`src/hdl/panel_power_defs.vh`:
```
`ifndef PANEL_POWER_DEFS_VH
`define PANEL_POWER_DEFS_VH

// ****************************************
// clock and timing
// ****************************************
`define CLK_PERIOD_NS    10
`define MS_NS            1000000
`define MS_CYCLES        (`MS_NS / `CLK_PERIOD_NS)

// ****************************************
// command codes
// ****************************************
`define CMD_PANEL        8'h00
`define CMD_POWER        8'h01
`define CMD_POWER_OFF    8'h02
`define CMD_OFF_DELAYS   8'h03
`define CMD_POWER_ON     8'h04
`define CMD_MEASURE      8'h05
`define CMD_BOOSTER      8'h06
`define CMD_NONE         8'hFF

// ****************************************
// parameter byte counts
// ****************************************
`define NPARAM_PANEL     3'h1
`define NPARAM_POWER     3'h5
`define NPARAM_DELAYS    3'h1
`define NPARAM_BOOSTER   3'h3

// ****************************************
// reset values
// ****************************************
`define RST_PANEL        8'h07
`define RST_PWR_SRC      8'h03
`define RST_PWR_GATE     8'h00
`define RST_PWR_HIGH     8'h26
`define RST_PWR_LOW      8'h26
`define RST_PWR_RED      8'h03
`define RST_OFF_DELAYS   8'h00
`define RST_BOOST_A      8'h03
`define RST_BOOST_B      8'h00
`define RST_BOOST_C      8'h26

// ****************************************
// field positions
// ****************************************
`define PANEL_RST_BIT    0
`define PANEL_SHD_BIT    1
`define PANEL_LUT_BIT    5
`define PANEL_RES_LSB    6
`define PWR_GATE_BIT     0
`define PWR_SRC_BIT      1
`define PWR_LV_LSB       0
`define PWR_COM_BIT      2
`define PWR_LEVEL_MSB    5
`define PWR_RED_POL_BIT  6
`define DLY_RED_LSB      0
`define DLY_NEG_LSB      2
`define DLY_POS_LSB      4
`define BOOST_PER_LSB    6

// ****************************************
// delays in milliseconds
// ****************************************
`define OFF_MS_0         7'h05
`define OFF_MS_1         7'h0A
`define OFF_MS_2         7'h14
`define OFF_MS_3         7'h28
`define SS_MS_0          7'h0A
`define SS_MS_1          7'h14
`define SS_MS_2          7'h1E
`define SS_MS_3          7'h64

`endif

```
`src/hdl/panel_power_control_commands.v`:
```
`timescale 1ns/1ps
`include "panel_power_defs.vh"

// Notes on behaviour
// RQ1: lut bit five picks register table
// RQ2: bits seven-six pick display resolution
// RQ3: shutdown clear stops converter, keeps registers
// RQ4: reset bit clear restores all defaults
// RQ5: bit zero selects internal gate supply
// RQ6: bit one selects internal source supply
// RQ7: two bits select gate rail level
// RQ8: bit two picks common level source
// RQ9: six-bit positive source level, default 100110
// RQ10: six-bit negative source level, default 100110
// RQ11: red level six bits plus polarity
// RQ12: power off runs sequence, busy low
// RQ13: power off disables drivers, keeps registers
// RQ14: three two-bit rail off delays
// RQ15: power on runs sequence, busy low
// RQ16: host measures off-state only after command
// RQ17: booster phase A timing, strength, period
// RQ18: booster phase B same encodings
// RQ19: booster phase C off time, strength
// RQ20: extra parameters ignored, fields apply immediately

module panel_power_control_commands #(
    parameter MS_CYCLES = `MS_CYCLES
) (
    input  wire       clk,
    input  wire       sys_rst,
    input  wire       csb_n,
    input  wire       scl,
    input  wire       sda,
    input  wire       dc,
    output wire       busy_n,
    output wire       charge_pump_en,
    output wire       rail_pos_en,
    output wire       rail_neg_en,
    output wire       rail_red_en,
    output wire       drivers_en,
    output wire       measure_en,
    output wire       outputs_float,
    output wire       lut_from_register,
    output wire [1:0] resolution_select,
    output wire       gate_supply_internal,
    output wire       source_supply_internal,
    output wire [1:0] gate_rail_level,
    output wire       common_level_source,
    output wire [5:0] source_high_level,
    output wire [5:0] source_low_level,
    output wire [5:0] red_level,
    output wire       red_negative,
    output wire [7:0] booster_phase_a,
    output wire [7:0] booster_phase_b,
    output wire [7:0] booster_phase_c
);

    localparam PRE_W = $clog2(MS_CYCLES + 1);
    // the prescaler wraps after MS_CYCLES clocks, one millisecond
    localparam [31:0]      PRE_LAST_W = MS_CYCLES - 1;
    localparam [PRE_W-1:0] PRE_LAST   = PRE_LAST_W[PRE_W-1:0];
    localparam [PRE_W-1:0] PRE_ONE    = {{(PRE_W-1){1'b0}}, 1'b1};

    localparam [6:0] ST_OFF  = 7'h01;
    localparam [6:0] ST_UP_A = 7'h02;
    localparam [6:0] ST_UP_B = 7'h04;
    localparam [6:0] ST_ON   = 7'h08;
    localparam [6:0] ST_DN_P = 7'h10;
    localparam [6:0] ST_DN_N = 7'h20;
    localparam [6:0] ST_DN_R = 7'h40;

    wire       byte_valid;
    wire       byte_dc;
    wire [7:0] byte_data;

    reg [7:0]       panel_configuration_ff;
    reg [7:0]       power_source_select_ff;
    reg [7:0]       power_gate_level_ff;
    reg [7:0]       power_source_high_level_ff;
    reg [7:0]       power_source_low_level_ff;
    reg [7:0]       power_red_level_ff;
    reg [7:0]       poweroff_step_delays_ff;
    reg [7:0]       booster_phase_a_ff;
    reg [7:0]       booster_phase_b_ff;
    reg [7:0]       booster_phase_c_ff;
    reg [7:0]       cmd_ff;
    reg [2:0]       idx_ff;
    reg [6:0]       state_ff;
    reg [6:0]       nxt_state;
    reg             busy_n_ff;
    reg             measure_ff;
    reg [PRE_W-1:0] pre_ff;
    reg [6:0]       elapsed_ff;
    reg [6:0]       target_ms;
    reg [2:0]       nparam;

    // ****************************************
    // serial port
    // ****************************************
    serial_byte_receiver u_rx (
        .clk        (clk),
        .sys_rst    (sys_rst),
        .csb_n      (csb_n),
        .scl        (scl),
        .sda        (sda),
        .dc         (dc),
        .byte_valid (byte_valid),
        .byte_dc    (byte_dc),
        .byte_data  (byte_data)
    );

    function [6:0] off_ms;
        input [1:0] code;
        begin
            case (code)
                2'h0:    off_ms = `OFF_MS_0;
                2'h1:    off_ms = `OFF_MS_1;
                2'h2:    off_ms = `OFF_MS_2;
                default: off_ms = `OFF_MS_3;
            endcase
        end
    endfunction

    function [6:0] ss_ms;
        input [1:0] code;
        begin
            case (code)
                2'h0:    ss_ms = `SS_MS_0;
                2'h1:    ss_ms = `SS_MS_1;
                2'h2:    ss_ms = `SS_MS_2;
                default: ss_ms = `SS_MS_3;
            endcase
        end
    endfunction

    // ****************************************
    // command decode
    // ****************************************
    wire cmd_byte   = byte_valid & ~byte_dc;
    wire param_byte = byte_valid & byte_dc & (idx_ff < nparam); // see RQ20
    wire shutdown_n = panel_configuration_ff[`PANEL_SHD_BIT];
    wire soft_rst   = param_byte & (cmd_ff == `CMD_PANEL)
                      & ~byte_data[`PANEL_RST_BIT]; // see RQ4
    // power commands during a sequence are dropped; the host waits on busy
    wire pon_go     = cmd_byte & (byte_data == `CMD_POWER_ON)
                      & (state_ff == ST_OFF) & shutdown_n; // see RQ15
    wire pof_go     = cmd_byte & (byte_data == `CMD_POWER_OFF)
                      & (state_ff == ST_ON); // see RQ12
    wire power_measure_cmd_go    = cmd_byte & (byte_data == `CMD_MEASURE); // see RQ16

    always @* begin
        case (cmd_ff)
            `CMD_PANEL:      nparam = `NPARAM_PANEL;
            `CMD_POWER:      nparam = `NPARAM_POWER;
            `CMD_OFF_DELAYS: nparam = `NPARAM_DELAYS;
            `CMD_BOOSTER:    nparam = `NPARAM_BOOSTER;
            default:         nparam = 3'h0;
        endcase
    end

    // ****************************************
    // parameter registers
    // ****************************************
    always @(posedge clk) begin
        if (sys_rst | soft_rst) begin // see RQ4
            panel_configuration_ff     <= `RST_PANEL;
            power_source_select_ff     <= `RST_PWR_SRC;
            power_gate_level_ff        <= `RST_PWR_GATE;
            power_source_high_level_ff <= `RST_PWR_HIGH;
            power_source_low_level_ff  <= `RST_PWR_LOW;
            power_red_level_ff         <= `RST_PWR_RED;
            poweroff_step_delays_ff    <= `RST_OFF_DELAYS;
            booster_phase_a_ff         <= `RST_BOOST_A;
            booster_phase_b_ff         <= `RST_BOOST_B;
            booster_phase_c_ff         <= `RST_BOOST_C;
            // clearing the command drops any bytes trailing a soft reset
            cmd_ff                     <= `CMD_NONE;
            idx_ff                     <= 3'h0;
        end else if (cmd_byte) begin
            cmd_ff <= byte_data;
            idx_ff <= 3'h0;
        end else if (param_byte) begin
            // each byte lands in its field on arrival
            idx_ff <= idx_ff + 3'h1; // see RQ20
            case (cmd_ff)
                `CMD_PANEL:
                    panel_configuration_ff <= byte_data; // see RQ1 RQ2 RQ3
                `CMD_POWER:
                    case (idx_ff)
                        3'h0:    power_source_select_ff     <= byte_data; // see RQ5 RQ6
                        3'h1:    power_gate_level_ff        <= byte_data; // see RQ7 RQ8
                        3'h2:    power_source_high_level_ff <= byte_data; // see RQ9
                        3'h3:    power_source_low_level_ff  <= byte_data; // see RQ10
                        default: power_red_level_ff         <= byte_data; // see RQ11
                    endcase
                `CMD_OFF_DELAYS:
                    poweroff_step_delays_ff <= byte_data; // see RQ14
                default:
                    case (idx_ff)
                        3'h0:    booster_phase_a_ff <= byte_data; // see RQ17
                        3'h1:    booster_phase_b_ff <= byte_data; // see RQ18
                        default: booster_phase_c_ff <= byte_data; // see RQ19
                    endcase
            endcase
        end
    end

    // ****************************************
    // millisecond timer, restarted on every state change
    // ****************************************
    wire ms_tick   = (pre_ff == PRE_LAST);
    wire step_done = ms_tick & ((elapsed_ff + 7'h01) == target_ms);

    always @* begin
        case (state_ff)
            ST_UP_A: target_ms = ss_ms(booster_phase_a_ff[`BOOST_PER_LSB +: 2]); // see RQ17
            ST_UP_B: target_ms = ss_ms(booster_phase_b_ff[`BOOST_PER_LSB +: 2]); // see RQ18
            ST_DN_P: target_ms = off_ms(poweroff_step_delays_ff[`DLY_POS_LSB +: 2]); // see RQ14
            ST_DN_N: target_ms = off_ms(poweroff_step_delays_ff[`DLY_NEG_LSB +: 2]); // see RQ14
            ST_DN_R: target_ms = off_ms(poweroff_step_delays_ff[`DLY_RED_LSB +: 2]); // see RQ14
            default: target_ms = 7'h00;
        endcase
    end

    // ****************************************
    // power sequencer
    // ****************************************
    always @* begin
        nxt_state = state_ff;
        case (state_ff)
            ST_OFF:  if (pon_go) nxt_state = ST_UP_A; // see RQ15
            ST_UP_A: if (step_done) nxt_state = ST_UP_B;
            ST_UP_B: if (step_done) nxt_state = ST_ON;
            ST_ON:   if (pof_go) nxt_state = ST_DN_P; // see RQ12
            ST_DN_P: if (step_done) nxt_state = ST_DN_N;
            ST_DN_N: if (step_done) nxt_state = ST_DN_R;
            ST_DN_R: if (step_done) nxt_state = ST_OFF;
            default: nxt_state = ST_OFF;
        endcase
        // shutdown drops the converter at once, no sequence
        if (~shutdown_n | soft_rst) begin
            nxt_state = ST_OFF; // see RQ3 RQ4
        end
    end

    always @(posedge clk) begin
        if (sys_rst) begin
            state_ff   <= ST_OFF;
            busy_n_ff  <= 1'b1;
            measure_ff <= 1'b0;
            pre_ff     <= {PRE_W{1'b0}};
            elapsed_ff <= 7'h00;
        end else begin
            state_ff  <= nxt_state;
            // busy follows the next state, so it moves on the edge the command lands
            busy_n_ff <= (nxt_state == ST_OFF) | (nxt_state == ST_ON); // see RQ12 RQ15
            if (pof_go | soft_rst | ~shutdown_n) begin
                measure_ff <= 1'b0; // see RQ13
            end else if (power_measure_cmd_go) begin
                measure_ff <= 1'b1; // see RQ16
            end
            if (nxt_state != state_ff) begin
                pre_ff     <= {PRE_W{1'b0}};
                elapsed_ff <= 7'h00;
            end else begin
                pre_ff <= ms_tick ? {PRE_W{1'b0}} : pre_ff + PRE_ONE;
                if (ms_tick) begin
                    elapsed_ff <= elapsed_ff + 7'h01;
                end
            end
        end
    end

    // ****************************************
    // outputs
    // ****************************************
    // on power off, rails drop positive first, then negative, then red
    assign busy_n            = busy_n_ff;
    assign charge_pump_en    = ~state_ff[0]; // see RQ3 RQ13
    assign rail_pos_en       = |state_ff[3:1];
    assign rail_neg_en       = |state_ff[4:1];
    assign rail_red_en       = |state_ff[5:1];
    assign drivers_en        = state_ff[3]; // see RQ13
    assign measure_en        = measure_ff | state_ff[3]; // see RQ16
    assign outputs_float     = ~state_ff[3]; // see RQ3 RQ4

    assign lut_from_register      = panel_configuration_ff[`PANEL_LUT_BIT]; // see RQ1
    assign resolution_select      = panel_configuration_ff[`PANEL_RES_LSB +: 2]; // see RQ2
    assign gate_supply_internal   = power_source_select_ff[`PWR_GATE_BIT]; // see RQ5
    assign source_supply_internal = power_source_select_ff[`PWR_SRC_BIT]; // see RQ6
    assign gate_rail_level        = power_gate_level_ff[`PWR_LV_LSB +: 2]; // see RQ7
    assign common_level_source    = power_gate_level_ff[`PWR_COM_BIT]; // see RQ8
    assign source_high_level      = power_source_high_level_ff[`PWR_LEVEL_MSB:0]; // see RQ9
    assign source_low_level       = power_source_low_level_ff[`PWR_LEVEL_MSB:0]; // see RQ10
    assign red_level              = power_red_level_ff[`PWR_LEVEL_MSB:0]; // see RQ11
    assign red_negative           = power_red_level_ff[`PWR_RED_POL_BIT]; // see RQ11
    assign booster_phase_a        = booster_phase_a_ff;
    assign booster_phase_b        = booster_phase_b_ff;
    assign booster_phase_c        = booster_phase_c_ff; // see RQ19

endmodule // panel_power_control_commands

```
`src/hdl/serial_byte_receiver.v`:
```
`timescale 1ns/1ps
`include "panel_power_defs.vh"

module serial_byte_receiver (
    input  wire       clk,
    input  wire       sys_rst,
    input  wire       csb_n,
    input  wire       scl,
    input  wire       sda,
    input  wire       dc,
    output wire       byte_valid,
    output wire       byte_dc,
    output wire [7:0] byte_data
);

    reg       scl_d_ff;
    reg [6:0] shift_ff;
    reg [2:0] cnt_ff;
    reg       valid_ff;
    reg       dc_ff;
    reg [7:0] data_ff;

    wire rise = scl & ~scl_d_ff & ~csb_n;

    // ****************************************
    // shift msb first, one byte per eight rising edges
    // ****************************************
    always @(posedge clk) begin
        if (sys_rst) begin
            scl_d_ff <= 1'b0;
            shift_ff <= 7'h00;
            cnt_ff   <= 3'h0;
            valid_ff <= 1'b0;
            dc_ff    <= 1'b0;
            data_ff  <= 8'h00;
        end else begin
            scl_d_ff <= scl;
            valid_ff <= 1'b0;
            if (csb_n) begin
                // a partial byte is dropped when select rises
                cnt_ff <= 3'h0;
            end else if (rise) begin
                shift_ff <= {shift_ff[5:0], sda};
                cnt_ff   <= cnt_ff + 3'h1;
                if (cnt_ff == 3'h7) begin
                    valid_ff <= 1'b1;
                    dc_ff    <= dc;
                    data_ff  <= {shift_ff, sda};
                end
            end
        end
    end

    assign byte_valid = valid_ff;
    assign byte_dc    = dc_ff;
    assign byte_data  = data_ff;

endmodule // serial_byte_receiver

```
`config.mk`:
```
export PLATFORM = sky130hd
export DESIGN_NAME = panel_power_control_commands
export DESIGN_NICKNAME = d
export VERILOG_FILES = /design/src/hdl/panel_power_control_commands.v /design/src/hdl/serial_byte_receiver.v
export VERILOG_INCLUDE_DIRS = /design/src /design/src/hdl
export SDC_FILE = /design/constraint.sdc
export NUM_CORES = 1
export LEC_CHECK = 0
export BUFFER_PORTS_ARGS = -buffer_cell sky130_fd_sc_hd__buf_2
export CORE_MARGIN = 3
export CORE_UTILIZATION = 53
export CTS_CLUSTER_SIZE = 16
export DETAILED_ROUTE_END_ITERATION = 8
export PLACE_DENSITY_LB_ADDON = 0.08
export SLEW_MARGIN = 20
export SYNTH_ARGS = -nofsm -noshare
export SYNTH_HDL_FRONTEND = slang
export SYNTH_SLANG_ARGS = --single-unit
```
`constraint.sdc`:
```
create_clock -name clk -period 3.27 [get_ports clk]
set_clock_uncertainty 0.15 [all_clocks]
set_input_delay 0.1635 -clock clk [delete_from_list [all_inputs] [get_ports clk]]
set_output_delay 0.1635 -clock clk [all_outputs]
set_load 0.005 [all_outputs]
```
==> impl_metrics.csv <==
group,metric,value,unit
logic_synthesis,synth_edf_count,0,
die,die_area,12300,um2
drt,vias,5129,
logic_synthesis,synth_cell_types,66,
global_route,grt_pass1_vias,5044,
worst_setup_path,worstPathArrival,3650,ps
logic_synthesis,ys_warn_count,0,
cts,htreeDepth,4,
cts,root_buffer,"clkbuf_8",
place,port_buffers,64,
sta,hold_viol,0,
logic_synthesis,yosys.cell_count.top_type,"dfxtp_1",
worst_setup_path,r2r_setup_slack,-80,ps
die,core,10500,um2
status,violations,"setup timing",
final_layout,regArea,2460,um2
sta,tightest_slew,679,ps
logic_synthesis,synth_top_cell_by_area,"dfxtp_1",
power_and_ir_drop,worst_ir_drop_vdd,430,uV
drt,via_per_inst,5.66,
logic_synthesis,synth_top_area_share,42.2,%
sta,max_freq,298,MHz
final_layout,finalNonFillerCells,906,
logic_synthesis,async_flop_share,0,%
global_route,grt_usage,24.2,%
status,outcome,"finished with violations",
worst_setup_path,crit_fanout,24,
logic_synthesis,synth_ff_type,"dfxtp_1",
global_route,grt_overflow,0,
sta,timing.final.ws_setup,-84.8,ps
drt,routed_wl,14900,um
sta,period_share,103,%
place,dp_hpwl,10100,um
drt,drt_first_iter_violations,362,
logic_synthesis,ys_seq_area_share,42.2,%
drt,drc,0,
drt,routedWlPerCell,16.5,um
sta,finalSetupViolations,13,
drt,wl_met1,6420,um
die,die_y,111,um
worst_setup_path,start_kind,"flop",
drt,top_layer_used,"met4",
sta,fin_hold_ws,229,ps
die,row_count,37,
logic_synthesis,synth.area.top_cells,"dfxtp_1, mux2i_1, nand2_1",
power_and_ir_drop,p_leak,3.16,nW
power_and_ir_drop,finalPower,3.51,mW
place,gp_congestion,0.882,
drt,wl_met3,733,um
cts,cts_tree,"built",
die,die_x,111,um
logic_synthesis,netlist_area,5840,um2
job,maxCapViolations,0,
drt,first_pass_iters,5,
worst_setup_path,cp-end-kind,"flop",
die,start_util,55.6,%
sta,rsz0062_at_grt,"yes",
global_route,antenna_found_initial,0,
power_and_ir_drop,p_per_area,470,nW/um2
final_layout,nets,780,
worst_setup_path,cp.required,3560,ps
final_layout,n_antenna_cell,0,
cts,cts_sinks,123,
cts,clk_pin_slew,60,ps
logic_synthesis,synth.ff_latch_count,123,
sta,drv_slew,0,
final_layout,multi_input_area,3370,um2
logic_synthesis,syn_avg_cell_area,8.78,um2
drt,wl_met2,7350,um
global_route,grt_pass1_wl,24200,um
sta,relSlewSlack,54.7,%
cts,cts_buffers,17,
cts,clk_latency,530,ps
sta,final.setup.tns,-593,ps
logic_synthesis,ys_top_cells_by_count,"dfxtp_1, nand2_1, nor2_1",
worst_setup_path,worstSetupPathType,"flop to flop",
drt,ant_nets,0,
place,dp.cells,858,
final_layout,layout-drive-gt1-share,25.6,%
final_layout,area_growth,27.9,%
global_route,grt_max_degree,27,
final_layout,nFillCells,794,
logic_synthesis,syn-num-nets,688,
die,ios,65,
cts,cts.path.max_buffers,2,
sta,period_minus_slack,3350,ps
logic_synthesis,syn_inst,665,
hold_path,holdCritPathClass,"input port to flop",
## critical path, stage by stage, from the launching register on
cell and delay (ps):
dfxtp_2 320, or3_4 380, or3_4 350, nor3_4 140
nand2_2 100, ha_4 270, o21ai_2 40, a31o_2 210
a41o_1 230, a2111oi_4 310, o21ai_1 140, a2bb2oi_2 190
buf_12 160, nor4_4 250
## state kept, by name, indices dropped and copies added (netlist names), 7 cells and up
signal	count
booster_phase_a	8
pre_ff	17
elapsed_ff	7
power_red_level_ff	7
state_ff	7
booster_phase_c	8
u_rx.byte_data	8
booster_phase_b	8
cmd_ff	8
u_rx.shift_ff	7
## worst paths after layout
path                                 start                       endpoint  cells past startpoint
min reg2reg  power_source_high_level_ff[4]  power_source_high_level_ff[4]                      2
min                                  csb_n                 u_rx.cnt_ff[0]                      3
max                              cmd_ff[4]                     pre_ff[10]                     13
max reg2reg                      cmd_ff[4]                     pre_ff[10]                     13
## through the flow
stage | instance area, um2 | utilization (%) | setup WS [ps]
floorplan | 5880 | - | -112
global placement | 6470 | 61.6 | -92.8
detailed placement | 6470 | 61.6 | -323
CTS | 7320 | 69.7 | -129
global route | 7460 | 71.0 | -242
finish | 7460 | 71.0 | -84.8
## final cells by class
| type | instances | share of cell area (%) |
|---|---|---|
| multi-input combinational | 480 | 45.1 |
| sequential | 123 | 33.0 |
| timing repair buffer | 118 | 10.6 |
| clock buffer | 18 | 5.73 |
| clock inverter | 14 | 2.45 |
| tap | 136 | 2.28 |
| inverter | 17 | 0.855 |
## cells by family after synthesis
logic type | count (synthesis) | synth area share, %
compound gates | 67 | 8.42
xor+xnor | 33 | 4.95
fa+ha+maj | 17 | 3.64
buf+inv | 62 | 4.48
flops | 123 | 42.2
mux | 57 | 9.77
simple gates | 306 | 26.6
## per-layer routing
| metal | vias to the layer above | global-route usage [%] |
|---|---|---|
| met5 | - | 0 |
| met4 | 0 | 11.0 |
| met3 | 40 | 6.82 |
| met2 | 132 | 39.8 |
| met1 | 2458 | 29.2 |
| li1 | 2499 | - |
## placed cells by master (no fill, tap or decap), types with 6 or more instances in the layout
| master | count |
|---|---|
| dfxtp_1 | 122 |
| nand2_1 | 74 |
| nor2_1 | 72 |
| buf_2 | 64 |
| mux2i_1 | 57 |
| buf_4 | 40 |
| nand3_1 | 33 |
| nor3_1 | 29 |
| xnor2_1 | 20 |
| a21oi_1 | 20 |
| inv_1 | 17 |
| clkbuf_16 | 16 |
| ha_1 | 14 |
| xor2_1 | 13 |
| nor2b_1 | 12 |
| nand4_1 | 8 |
| nor4_1 | 7 |
| nor3b_1 | 7 |
| dlygate4sd3_1 | 6 |
| buf_6 | 6 |
## what timing repair did
action / in CTS / in global routing
endpoints found under the setup margin: 26 / 89
endpoints found under the hold margin: 21 / 0
hold buffers: 6 / 0
resized for setup: 21 / 30
pin swaps: 2 / 9
setup buffers: 9 / 2
## power breakdown
group / internal (mW) / total, mW / switching, mW
Combinational: 0.0289 / 0.0680 / 0.0392
Sequential: 1.50 / 1.51 / 0.00429
Clock: 1.20 / 1.94 / 0.736
No activity file was read; power rests on OpenSTA's default activity.
